**config.mk**
```make
export PLATFORM = sky130hd
export DESIGN_NAME = timer8
export DESIGN_NICKNAME = d
export VERILOG_FILES = /design/src/logic/timer8_pkg.sv /design/src/logic/timer8.sv
export SDC_FILE = /design/constraint.sdc
export NUM_CORES = 1
export LEC_CHECK = 0
export ABC_CLOCK_PERIOD_IN_PS = 2000
export BUFFER_PORTS_ARGS = -buffer_cell sky130_fd_sc_hd__buf_4
export CAP_MARGIN = 40
export CORE_MARGIN = 4
export CORE_UTILIZATION = 43
export DETAILED_ROUTE_END_ITERATION = 16
export GPL_TIMING_DRIVEN = 0
export PLACE_DENSITY = 0.68
export SETUP_SLACK_MARGIN = 0.2
export SLEW_MARGIN = 0
export SYNTH_ARGS = -nofsm -noshare
export SYNTH_HDL_FRONTEND = slang
export SYNTH_SLANG_ARGS = --single-unit
export TNS_END_PERCENT = 100
```
**constraint.sdc**
```tcl
create_clock -name mclk -period 2 [get_ports mclk]
set_input_delay 0.4 -clock mclk [delete_from_list [all_inputs] [get_ports mclk]]
set_output_delay 0.4 -clock mclk [all_outputs]
set_load 0.03 [all_outputs]
```
**src/logic/timer8_pkg.sv**
```systemverilog
// Purpose: Shared constants for the eight-bit timer/event counter.
// Assumes: One system clock; register index space of four byte registers.
// Notes:   Offsets, field positions, reset values and divider tables live here.
package timer8_pkg;

  // ----------------------------------------------------------------
  // Register indices on the CPU register port
  // ----------------------------------------------------------------
  localparam logic [1:0] COUNT_IDX = 2'h0;   // Count register, read-only
  localparam logic [1:0] MATCH_IDX = 2'h1;   // Match register
  localparam logic [1:0] CLKSEL_IDX = 2'h2;  // Clock select register
  localparam logic [1:0] MODE_IDX = 2'h3;    // Mode control register

  // ----------------------------------------------------------------
  // Reset values
  // ----------------------------------------------------------------
  localparam logic [7:0] COUNT_RESET = 8'h00;
  localparam logic [7:0] MATCH_RESET = 8'h00;
  localparam logic [2:0] CLKSEL_RESET = 3'h0;
  localparam logic [7:0] MODE_RESET = 8'h00;

  // ----------------------------------------------------------------
  // Mode control register field positions
  // ----------------------------------------------------------------
  localparam int MODE_ENABLE_POS = 7;  // Count enable bit
  localparam int MODE_PWM_POS = 6;     // PWM mode select bit
  localparam int MODE_SET_POS = 3;     // Output flop set, write-only
  localparam int MODE_CLR_POS = 2;     // Output flop reset, write-only
  localparam int MODE_INV_POS = 1;     // Invert enable / active-low select
  localparam int MODE_OE_POS = 0;      // Timer output enable

  // ----------------------------------------------------------------
  // Clock select codes and prescaler
  // ----------------------------------------------------------------
  localparam logic [2:0] SEL_EXT_FALL = 3'h0;  // External input falling edge
  localparam logic [2:0] SEL_EXT_RISE = 3'h1;  // External input rising edge
  localparam logic [2:0] SEL_SYS = 3'h2;       // Undivided system clock
  localparam int PRESCALE_W = 13;              // Enough for divide by 8192
  localparam logic [7:0] COUNT_MAX = 8'hFF;    // Overflow point

  // Divider exponent for codes 3..7, per instance
  localparam logic [3:0] INST0_SHIFT [3:7] = '{4'h1, 4'h2, 4'h6, 4'h8, 4'hD};
  localparam logic [3:0] INST1_SHIFT [3:7] = '{4'h1, 4'h4, 4'h6, 4'h8, 4'hC};

endpackage

```
**src/logic/timer8.sv**
```systemverilog
// Behaviour
// RULE1: Counter increments once per selected count tick
// RULE2: Clear on reset, disable, or match
// RULE3: Counter is read-only; writes ignored
// RULE4: Non-PWM equality raises match interrupt request
// RULE5: PWM output active at overflow, inactive on match
// RULE6: Full-range read/write match register, resets zero
// RULE7: Software keeps match register fixed while matching
// RULE8: PWM match rewrites three count ticks apart
// RULE9: Instance 0 clock-select decode table
// RULE10: Instance 1 clock-select decode table
// RULE11: Software stops timer before clock-select writes
// RULE12: Software writes zeros to upper select bits
// RULE13: Clock select resets to external falling edge
// RULE14: Disable holds counter cleared; enable starts it
// RULE15: Mode bit picks clear-on-match or PWM
// RULE16: External input synchronised, edge becomes tick
//
// Purpose: Eight-bit timer/event counter with match interrupt and PWM output.
// Assumes: mclk is the system oscillator clock; CPU port is synchronous.
// Notes:   INSTANCE picks the divider table; read data is one cycle late.
`timescale 1ns/10ps
module timer8
  import timer8_pkg::*;
#(
  parameter int INSTANCE = 0
) (
  // Clock and reset
  input wire logic mclk,
  input wire logic rstn,
  // CPU register port
  input wire logic [1:0] reg_addr,
  input wire logic reg_wr,
  input wire logic reg_rd,
  input wire logic [7:0] reg_wdata,
  output logic [7:0] reg_rdata,
  // Pins and events
  input wire logic external_count_input,
  output logic timer_output_pin,
  output logic match_interrupt_request
);

  // ----------------------------------------------------------------
  // State
  // ----------------------------------------------------------------
  logic [7:0] count_register;           // Running count
  logic [7:0] match_register;           // Compare value
  logic [2:0] clock_select_register;    // Count source code
  logic count_enable_bit;               // Run / stop
  logic pwm_mode_select_bit;            // 0 clear-on-match, 1 PWM
  logic invert_bit;                     // Toggle enable or active-low
  logic out_enable;                     // Output pin enable
  logic out_flop;                       // Timer output flop, non-PWM
  logic pwm_active;                     // PWM phase: active after overflow
  logic match_prev;                     // Last cycle's match level
  logic [PRESCALE_W-1:0] prescale;      // Free divider chain
  logic ext_s1, ext_s2, ext_s3;         // Input synchroniser and edge tap

  logic [7:0] next_count, next_match, next_rdata;
  logic [2:0] next_clksel;
  logic next_en, next_pwm, next_inv, next_oe, next_flop, next_active;
  logic next_irq, next_pin, next_match_prev;
  logic [PRESCALE_W-1:0] next_prescale;

  // ----------------------------------------------------------------
  // Count source
  // ----------------------------------------------------------------
  logic count_tick;   // One-cycle count pulse
  logic match_now;    // Counter equals match register
  logic match_edge;   // First cycle of equality
  logic [3:0] shift;
  logic [PRESCALE_W-1:0] mask;
  logic wr_mode;

  // Divider exponent lookup and tick selection
  always_comb begin
    shift = 4'h0;
    mask = '0;
    count_tick = 1'b0;
    if (clock_select_register >= 3'h3) begin
      // RULE10: instance 1 divider table
      if (INSTANCE == 1) begin
        shift = INST1_SHIFT[clock_select_register];
      end else begin
        // RULE9: instance 0 divider table
        shift = INST0_SHIFT[clock_select_register];
      end
    end
    mask = PRESCALE_W'((14'h0001 << shift) - 14'h0001);
    // RULE9: source decode per code
    unique case (clock_select_register)
      // RULE16: synchronised falling edge
      SEL_EXT_FALL: count_tick = ext_s3 & ~ext_s2;
      // RULE16: synchronised rising edge
      SEL_EXT_RISE: count_tick = ext_s2 & ~ext_s3;
      SEL_SYS: count_tick = 1'b1;
      3'h3, 3'h4, 3'h5, 3'h6, 3'h7: count_tick = (prescale & mask) == mask;
    endcase
  end

  assign match_now = (count_register == match_register);
  assign match_edge = match_now & ~match_prev;
  assign wr_mode = reg_wr && reg_addr == MODE_IDX;

  // ----------------------------------------------------------------
  // Next-state logic
  // ----------------------------------------------------------------
  // Counter, registers, output flops and read data
  always_comb begin
    next_count = count_register;
    next_match = match_register;
    next_clksel = clock_select_register;
    next_en = count_enable_bit;
    next_pwm = pwm_mode_select_bit;
    next_inv = invert_bit;
    next_oe = out_enable;
    next_flop = out_flop;
    next_active = pwm_active;
    next_irq = 1'b0;
    next_prescale = prescale + PRESCALE_W'(1);
    next_rdata = reg_rdata;
    // Level is kept only while running or in PWM mode, so a clear-mode restart re-arms it
    next_match_prev = match_now & (count_enable_bit | pwm_mode_select_bit);

    // Counter behaviour
    if (!count_enable_bit) begin
      // RULE14: stopped counter held at zero
      next_count = COUNT_RESET;
      next_active = 1'b0;
      // Prescaler restarts so the first divided tick has a fixed delay
      next_prescale = '0;
    end else if (!pwm_mode_select_bit) begin
      // RULE15: clear-and-start mode
      if (match_edge) begin
        // RULE4: match raises the request
        next_irq = 1'b1;
        if (invert_bit) begin
          next_flop = ~out_flop;
        end
      end
      if (count_tick) begin
        // RULE2: match clears at the next tick
        if (match_now) begin
          next_count = COUNT_RESET;
        end else begin
          // RULE1: advance by one
          next_count = count_register + 8'h01;
        end
      end
    end else begin
      // RULE15: free-running PWM mode
      if (count_tick) begin
        next_count = count_register + 8'h01;
      end
      // RULE5: overflow activates, later match deactivates
      if (count_tick && count_register == COUNT_MAX) begin
        next_active = 1'b1;
      end else if (match_edge) begin
        next_active = 1'b0;
      end
    end

    // Register writes; a counter write has no effect
    // RULE3: no write path to the counter
    if (reg_wr) begin
      unique case (reg_addr)
        COUNT_IDX: next_count = next_count;
        // RULE6: any byte value accepted
        MATCH_IDX: next_match = reg_wdata;
        CLKSEL_IDX: next_clksel = reg_wdata[2:0];
        MODE_IDX: begin
          next_en = reg_wdata[MODE_ENABLE_POS];
          next_pwm = reg_wdata[MODE_PWM_POS];
          next_inv = reg_wdata[MODE_INV_POS];
          next_oe = reg_wdata[MODE_OE_POS];
          // Set/reset act outside PWM only; both at once is ignored
          if (!reg_wdata[MODE_PWM_POS]) begin
            if (reg_wdata[MODE_SET_POS] && !reg_wdata[MODE_CLR_POS]) begin
              next_flop = 1'b1;
            end else if (!reg_wdata[MODE_SET_POS] && reg_wdata[MODE_CLR_POS]) begin
              next_flop = 1'b0;
            end
          end
        end
      endcase
    end

    // Pin level: gated by enable, inverted for active-low PWM
    if (!out_enable) begin
      next_pin = 1'b0;
    end else if (pwm_mode_select_bit) begin
      next_pin = pwm_active ^ invert_bit;
    end else begin
      next_pin = out_flop;
    end

    // Read data; write-only and unused bits read zero
    if (reg_rd) begin
      unique case (reg_addr)
        COUNT_IDX: next_rdata = count_register;
        MATCH_IDX: next_rdata = match_register;
        CLKSEL_IDX: next_rdata = {5'h00, clock_select_register};
        MODE_IDX: next_rdata = {count_enable_bit, pwm_mode_select_bit, 4'h0, invert_bit, out_enable};
      endcase
    end
  end

  // ----------------------------------------------------------------
  // Registers
  // ----------------------------------------------------------------
  // Constants only under reset
  always_ff @(posedge mclk or negedge rstn) begin
    if (!rstn) begin
      // RULE2: reset clears the counter
      count_register <= COUNT_RESET;
      // RULE6: match register resets to zero
      match_register <= MATCH_RESET;
      // RULE13: default source is external falling edge
      clock_select_register <= CLKSEL_RESET;
      count_enable_bit <= MODE_RESET[MODE_ENABLE_POS];
      pwm_mode_select_bit <= MODE_RESET[MODE_PWM_POS];
      invert_bit <= MODE_RESET[MODE_INV_POS];
      out_enable <= MODE_RESET[MODE_OE_POS];
      out_flop <= 1'b0;
      pwm_active <= 1'b0;
      match_prev <= 1'b0;
      prescale <= '0;
      ext_s1 <= 1'b0;
      ext_s2 <= 1'b0;
      ext_s3 <= 1'b0;
      reg_rdata <= 8'h00;
      timer_output_pin <= 1'b0;
      match_interrupt_request <= 1'b0;
    end else begin
      count_register <= next_count;
      match_register <= next_match;
      clock_select_register <= next_clksel;
      count_enable_bit <= next_en;
      pwm_mode_select_bit <= next_pwm;
      invert_bit <= next_inv;
      out_enable <= next_oe;
      out_flop <= next_flop;
      pwm_active <= next_active;
      match_prev <= next_match_prev;
      prescale <= next_prescale;
      // RULE16: two-flop synchroniser plus edge tap
      ext_s1 <= external_count_input;
      ext_s2 <= ext_s1;
      ext_s3 <= ext_s2;
      reg_rdata <= next_rdata;
      timer_output_pin <= next_pin;
      match_interrupt_request <= next_irq;
    end
  end
endmodule

```
Word-level counts from Yosys, hierarchy flattened
Memories as Yosys holds them, arrays and structs flattened.
Index checks and enable logic that the tools add are counted.
- bits in registers: 52
- bits in latches: 0
- memory bits (writable): 0
- ROM bits: 32
- output and inout port bits: 10
- memories: 1
- memories (memory ; depth ; width ; read ports ; clocked after Yosys merged registers in ; write ports ; line ; RTL):
    (name not given) ; 8 ; 4 ; 1 ; 0 ; 0 ; timer8.sv:86 ; shift = INST0_SHIFT[clock_select_register];
- add/sub/neg operators: 3
- $mul: 0
- div/mod/pow operators: 0
- $lt $le $gt $ge: 2
- eq/ne operators: 16
- shifts and indexed selects: 1
- mux-type cells: 29
- bitwise operators: 12
- reductions and logical operators: 12
- operator list (kind ; number):
    $mux 8 ; 5
    $pmux 8 s4 ; 1
    $mux 1 ; 18
    $add 13x1->13 const B ; 1
    $and 13x13->13 ; 1
    $eq 13x13->1 ; 1
    $mux 13 ; 1
    $shl 1x4->13 const A ; 1
    $sub 13x1->13 const B ; 1
    $eq 3x3->1 const B ; 4
    $mux 4 ; 3
    $add 8x1->8 const B ; 1
    $eq 8x8->1 ; 1
    $eq 8x8->1 const B ; 1
    $reduce_and 2->1 ; 4
    $eq 3x2->1 const B ; 2
    $reduce_or 5->1 ; 1
    $and 1x1->1 ; 4
    $eq 2x2->1 const B ; 2
    $ge 4x4->1 const B ; 1
    $ne 2x1->1 const B ; 2
    $not 1->1 ; 4
    $not 3->4 ; 1
    $pmux 1 s4 ; 1
    other kinds (10) ; 13

Depth between registers and ports, before layout
- depth in word-level cells: 14
- gate-level depth with buffers: 7

Worst setup path after synthesis
No wires, ideal clock.
- path type: register -> register
- from: register count_register[6]
- to: register count_register[2]
- library setup time: 124 ps
- arrival time: 1896 ps
- slack: -20 ps
- stages on the path, launching flop included: 8
- path buffers: 2
- clock period less this slack: 2020 ps
- cells stage by stage: dfrtp_1 -> buf_6 -> xor2_1 -> or4_4 -> o31ai_4 -> buf_6 -> nor4_1 -> a211o_1
- longest elaborated chain between the ends: 5
- ends and longest elaborated chain (what ; line ; RTL):
    start: declaration ; timer8.sv:46 ; logic [7:0] count_register;
    start signal: assignment ; timer8.sv:235 ; count_register <= next_count;
    $eq 8x8->1 ; timer8.sv:101 ; assign match_now = (count_register == match_register);
    $mux 8 ; timer8.sv:143 ; if (match_now) begin
    $mux 8 ; timer8.sv:141 ; if (count_tick) begin
    $mux 8 ; timer8.sv:132 ; end else if (!pwm_mode_select_bit) begin
    $mux 8 ; timer8.sv:126 ; if (!count_enable_bit) begin
No other way between the ends. The select of a mux whose other input is x is not followed.
A chain may end at the register's enable or synchronous reset.

Worst setup path after layout
- from: register count_register[1]
- to: register count_register[7]
- longest elaborated chain between the ends: 5
- elaborated cells between the ends (all ways): 7
- ends and longest elaborated chain (what ; line):
    $add 8x1->8 / $eq 8x8->1 (equally long branches) ; timer8.sv:147, timer8.sv:153, timer8.sv:101
    $mux 8 ; timer8.sv:143
    $mux 8 ; timer8.sv:141
    $mux 8 (*) ; timer8.sv:132
    $mux 8 (*) ; timer8.sv:126
Mark *: on every way between the ends. The rest lies on a longest branch, timed or not. The select of a mux whose other input is x is not followed.

==> metrics.md <==
| Metric | Value |
|---|---|
| Post-DP Area | 0.00295 mm² |
| R2R cell count | 6 |
| Synth top area share | 0.485 |
| Synth cell types | 48 |
| DR DRC count | 0 |
| Antenna Nets Post-Route | 0 |
| Sequential cell area fraction in the yosys report | 0.485 |
| Critical path capture point type | flip-flop |
| Setup TNS | -386 ps |
| CTS Root Cell | clkbuf_8 |
| Fin. Hold Viols | 0 |
| Nets | 304 |
| Number of fillers in the final layout | 541 |
| Initial Util | 0.448 |
| Comb power frac | 0.246 |
| Global-route wire length before repair | ~10 mm |
| Cell Rows | 28 |
| Worst r2r src | count_register[1] |
| Leak | 1.49 nW |
| Worst Setup Start Kind | flip-flop |
| Largest net degree at the start of global routing | 53 |
| Fmax | 484 MHz |
| Post-Route WL | roughly 5.9 mm |
| PnR worst setup slack | -64.1 ps |
| Design Power | 2.74 mW |
| Most common cell after layout, fill and taps aside | dfrtp_1 |
| Htree depth | 2 |
| Yosys warns | 0 |
| Synthesized area per cell | 10.9 µm² |
| Seq cells post-synth | 52 |
| Status | finished, violations left |
| Reg-to-reg slack, setup | -60 ps |
| P_int | about 1.9 mW |
| Hold Buf Count CTS | 0 |
| Drt pass-1 iters | 4 |
| Gr ovfl total | 0 |
| Critical Path RT | 2210 ps |
| Port buffer count | 23 |
| Worst path arrival time | roughly 2300 ps |
| Switching Power | 0.817 mW |
| Clk pin slew, worst setup/hold paths | about 100 ps |
| Post-route design area | 0.00319 mm² |
| WL/cell | around 16 µm |
| Max-cap violation count | 0 |
| Clk_lat worst skew | 310 ps |
| Initial antenna violation count | 0 |
| Vias | 1,997 |
| Share of layout cells above drive strength 1 | 0.285 |
| RR Endpoint | count_register[7] |
| CP Max Fanout | 5 |
| Clk buf depth | 2 |
| Fin util | 0.532 |
| GR Util All Layers | 0.170 |
| Synth top area cells | dfrtp_1, mux2_2, and2_1 |
| Pre-CTS setup slack | -209 ps |
| Final worst-path cycle share | 1.03 |
| PD cells | 860 mW/mm² |
| Total clock sinks | 52 |
| Most used DFF post-synth | dfrtp_1 |
| Final Setup Violations | 8 |
| Switching share of power | 0.298 |
| Vias in the first global route | 2,026 |
| Register share of total power | 0.465 |
| Syn Nets | 263 |
| Worst vdd ir | around 0.57 mV |
| DRT iter0 DRCs | about 110 |
| Cts bufs inserted | 5 |
| Post-layout min period | ~2100 ps |
| Crit path from | count_register[1] |
| Die Y | 87.0 µm |
| Area of the mapped netlist | 0.00268 mm² |
| Most frequent cells in the layout | dfrtp_1, buf_4, nor2_1, mux2_2, nand2_1 |
| Die width | 87.0 µm |
| Core Area | between 0.005 and 0.006 mm² |
| CTS tree | done |
| Synthesized netlist cell count | 246 |
| Clock share of power | 0.289 |
| Die area | 0.00756 mm² |
| Largest area contributor in the netlist | dfrtp_1 |
| Diodes inserted | 0 |
| Slew at the pin closest to its max-slew limit | approximately 660 ps |
| Critical path type | reg2reg |
| Fin. max-slew vios | 0 |
| Ports | 25 |
| Ys async rst share | 1.00 |
| Failing checks | setup timing |
| Gpl congestion | 0.843 |
| Clock skew | 11.9 ps |
| Min-delay worst type | in2async |
| Final HPWL DP | ~4.0 mm |
| RSZ-0062 raised after global routing | yes |
| Post-synth EDFFs | 0 |
| Layout area overhead | 18.9% |
| Avg Vias per Cell | 5.50 |
| Slew Limit Headroom | 0.561 |
## worst max-delay path by stage
stage                             end  slack (ps)  cells after the start
CTS                 count_register[7]         -50                      7
global route        count_register[7]        -150                      6
finish              count_register[7]         -60                      6
global placement             out_flop        -130                      6
detailed placement           out_flop        -210                      6
floorplan           count_register[2]          20                      6
## sequential cells by signal (all words and copies together), names as in the netlist, 3 cells and up
register / flops
clock_select_register: 3
match_register: 8
prescale: 13
count_register: 8
reg_rdata: 8
## critical path, stage by stage, from the launching register on
cell	delay, ps
dfrtp_2	450
xor2_1	170
or4_4	550
o31ai_4	310
buf_6	170
nor4_1	50
a211o_1	260
## area by class of cell
cell class,instances,area (µm²),area share
buffer,13,101,0.0318
inverter,10,37.5,0.0118
tap,75,93.8,0.0294
clock buffer,7,96.3,0.0302
timing repair buffer,34,259,0.0813
clock inverter,1,30.0,0.00942
sequential,52,1310,0.410
multi-input combinational,171,1260,0.396
## timing repair
item | 4_1_cts | 5_1_grt
setup buffers | 8 | 2
gates cloned | 1 | 0
setup endpoints to repair | 10 | 11
gates resized for setup | 10 | 6
pin swaps | 3 | 2
## per-stage QoR
step	std cells	hold slack, ps
after floorplan	246	104
after global placement	344	333
after detailed placement	344	337
after CTS	361	143
after global routing	363	164
final	363	116
## power groups by stage
stage | Clock [mW] | Combinational (mW) | Sequential [mW]
after floorplan | 0 | 0.382 | 1.33
after global placement | 0 | 0.619 | 1.30
after detailed placement | 0 | 0.629 | 1.30
after CTS | 0.801 | 0.663 | 1.27
after global routing | 0.847 | 0.737 | 1.29
final | 0.792 | 0.674 | 1.27
## synth_stat cells (2+ instances only)
cell type	count
nor2_1	18
o21a_1	2
nand3_1	7
xnor2_1	9
a21boi_0	2
o22ai_1	3
dfrtp_1	52
buf_6	4
nor4b_1	4
nor2b_1	2
and2_1	13
or3_1	4
ha_1	2
clkbuf_1	6
mux4_2	2
nor4_1	5
a211o_1	7
nand2b_1	2
a22oi_1	2
a21oi_1	4
or4_1	2
mux2i_1	5
o21ai_0	7
or2_2	2
xor2_1	9
mux2_2	18
nand2_1	16
inv_1	10
o211a_1	2
o31ai_1	4
nand4_1	4
## metal layers
metal | track usage | part of all wire | vias up
met5 | 0 | 0 | -
met4 | 0.0595 | 0.018 | 0
met3 | 0.0331 | 0.051 | 13
met2 | 0.262 | 0.44 | 59
met1 | 0.240 | 0.49 | 971
li1 | - | - | 954
## kinds of logic after synthesis
| group | after synthesis | synth area share |
|---|---|---|
| muxes | 25 | 0.111 |
| buffers and inverters | 23 | 0.0476 |
| DFF | 52 | 0.485 |
| xor gates and xnor gates | 18 | 0.0588 |
| AOI/OAI and AO/OA | 39 | 0.109 |
| adders and majority gates | 2 | 0.00933 |
| and+or+nand+nor | 87 | 0.179 |
(Power assumes the default switching activity.)
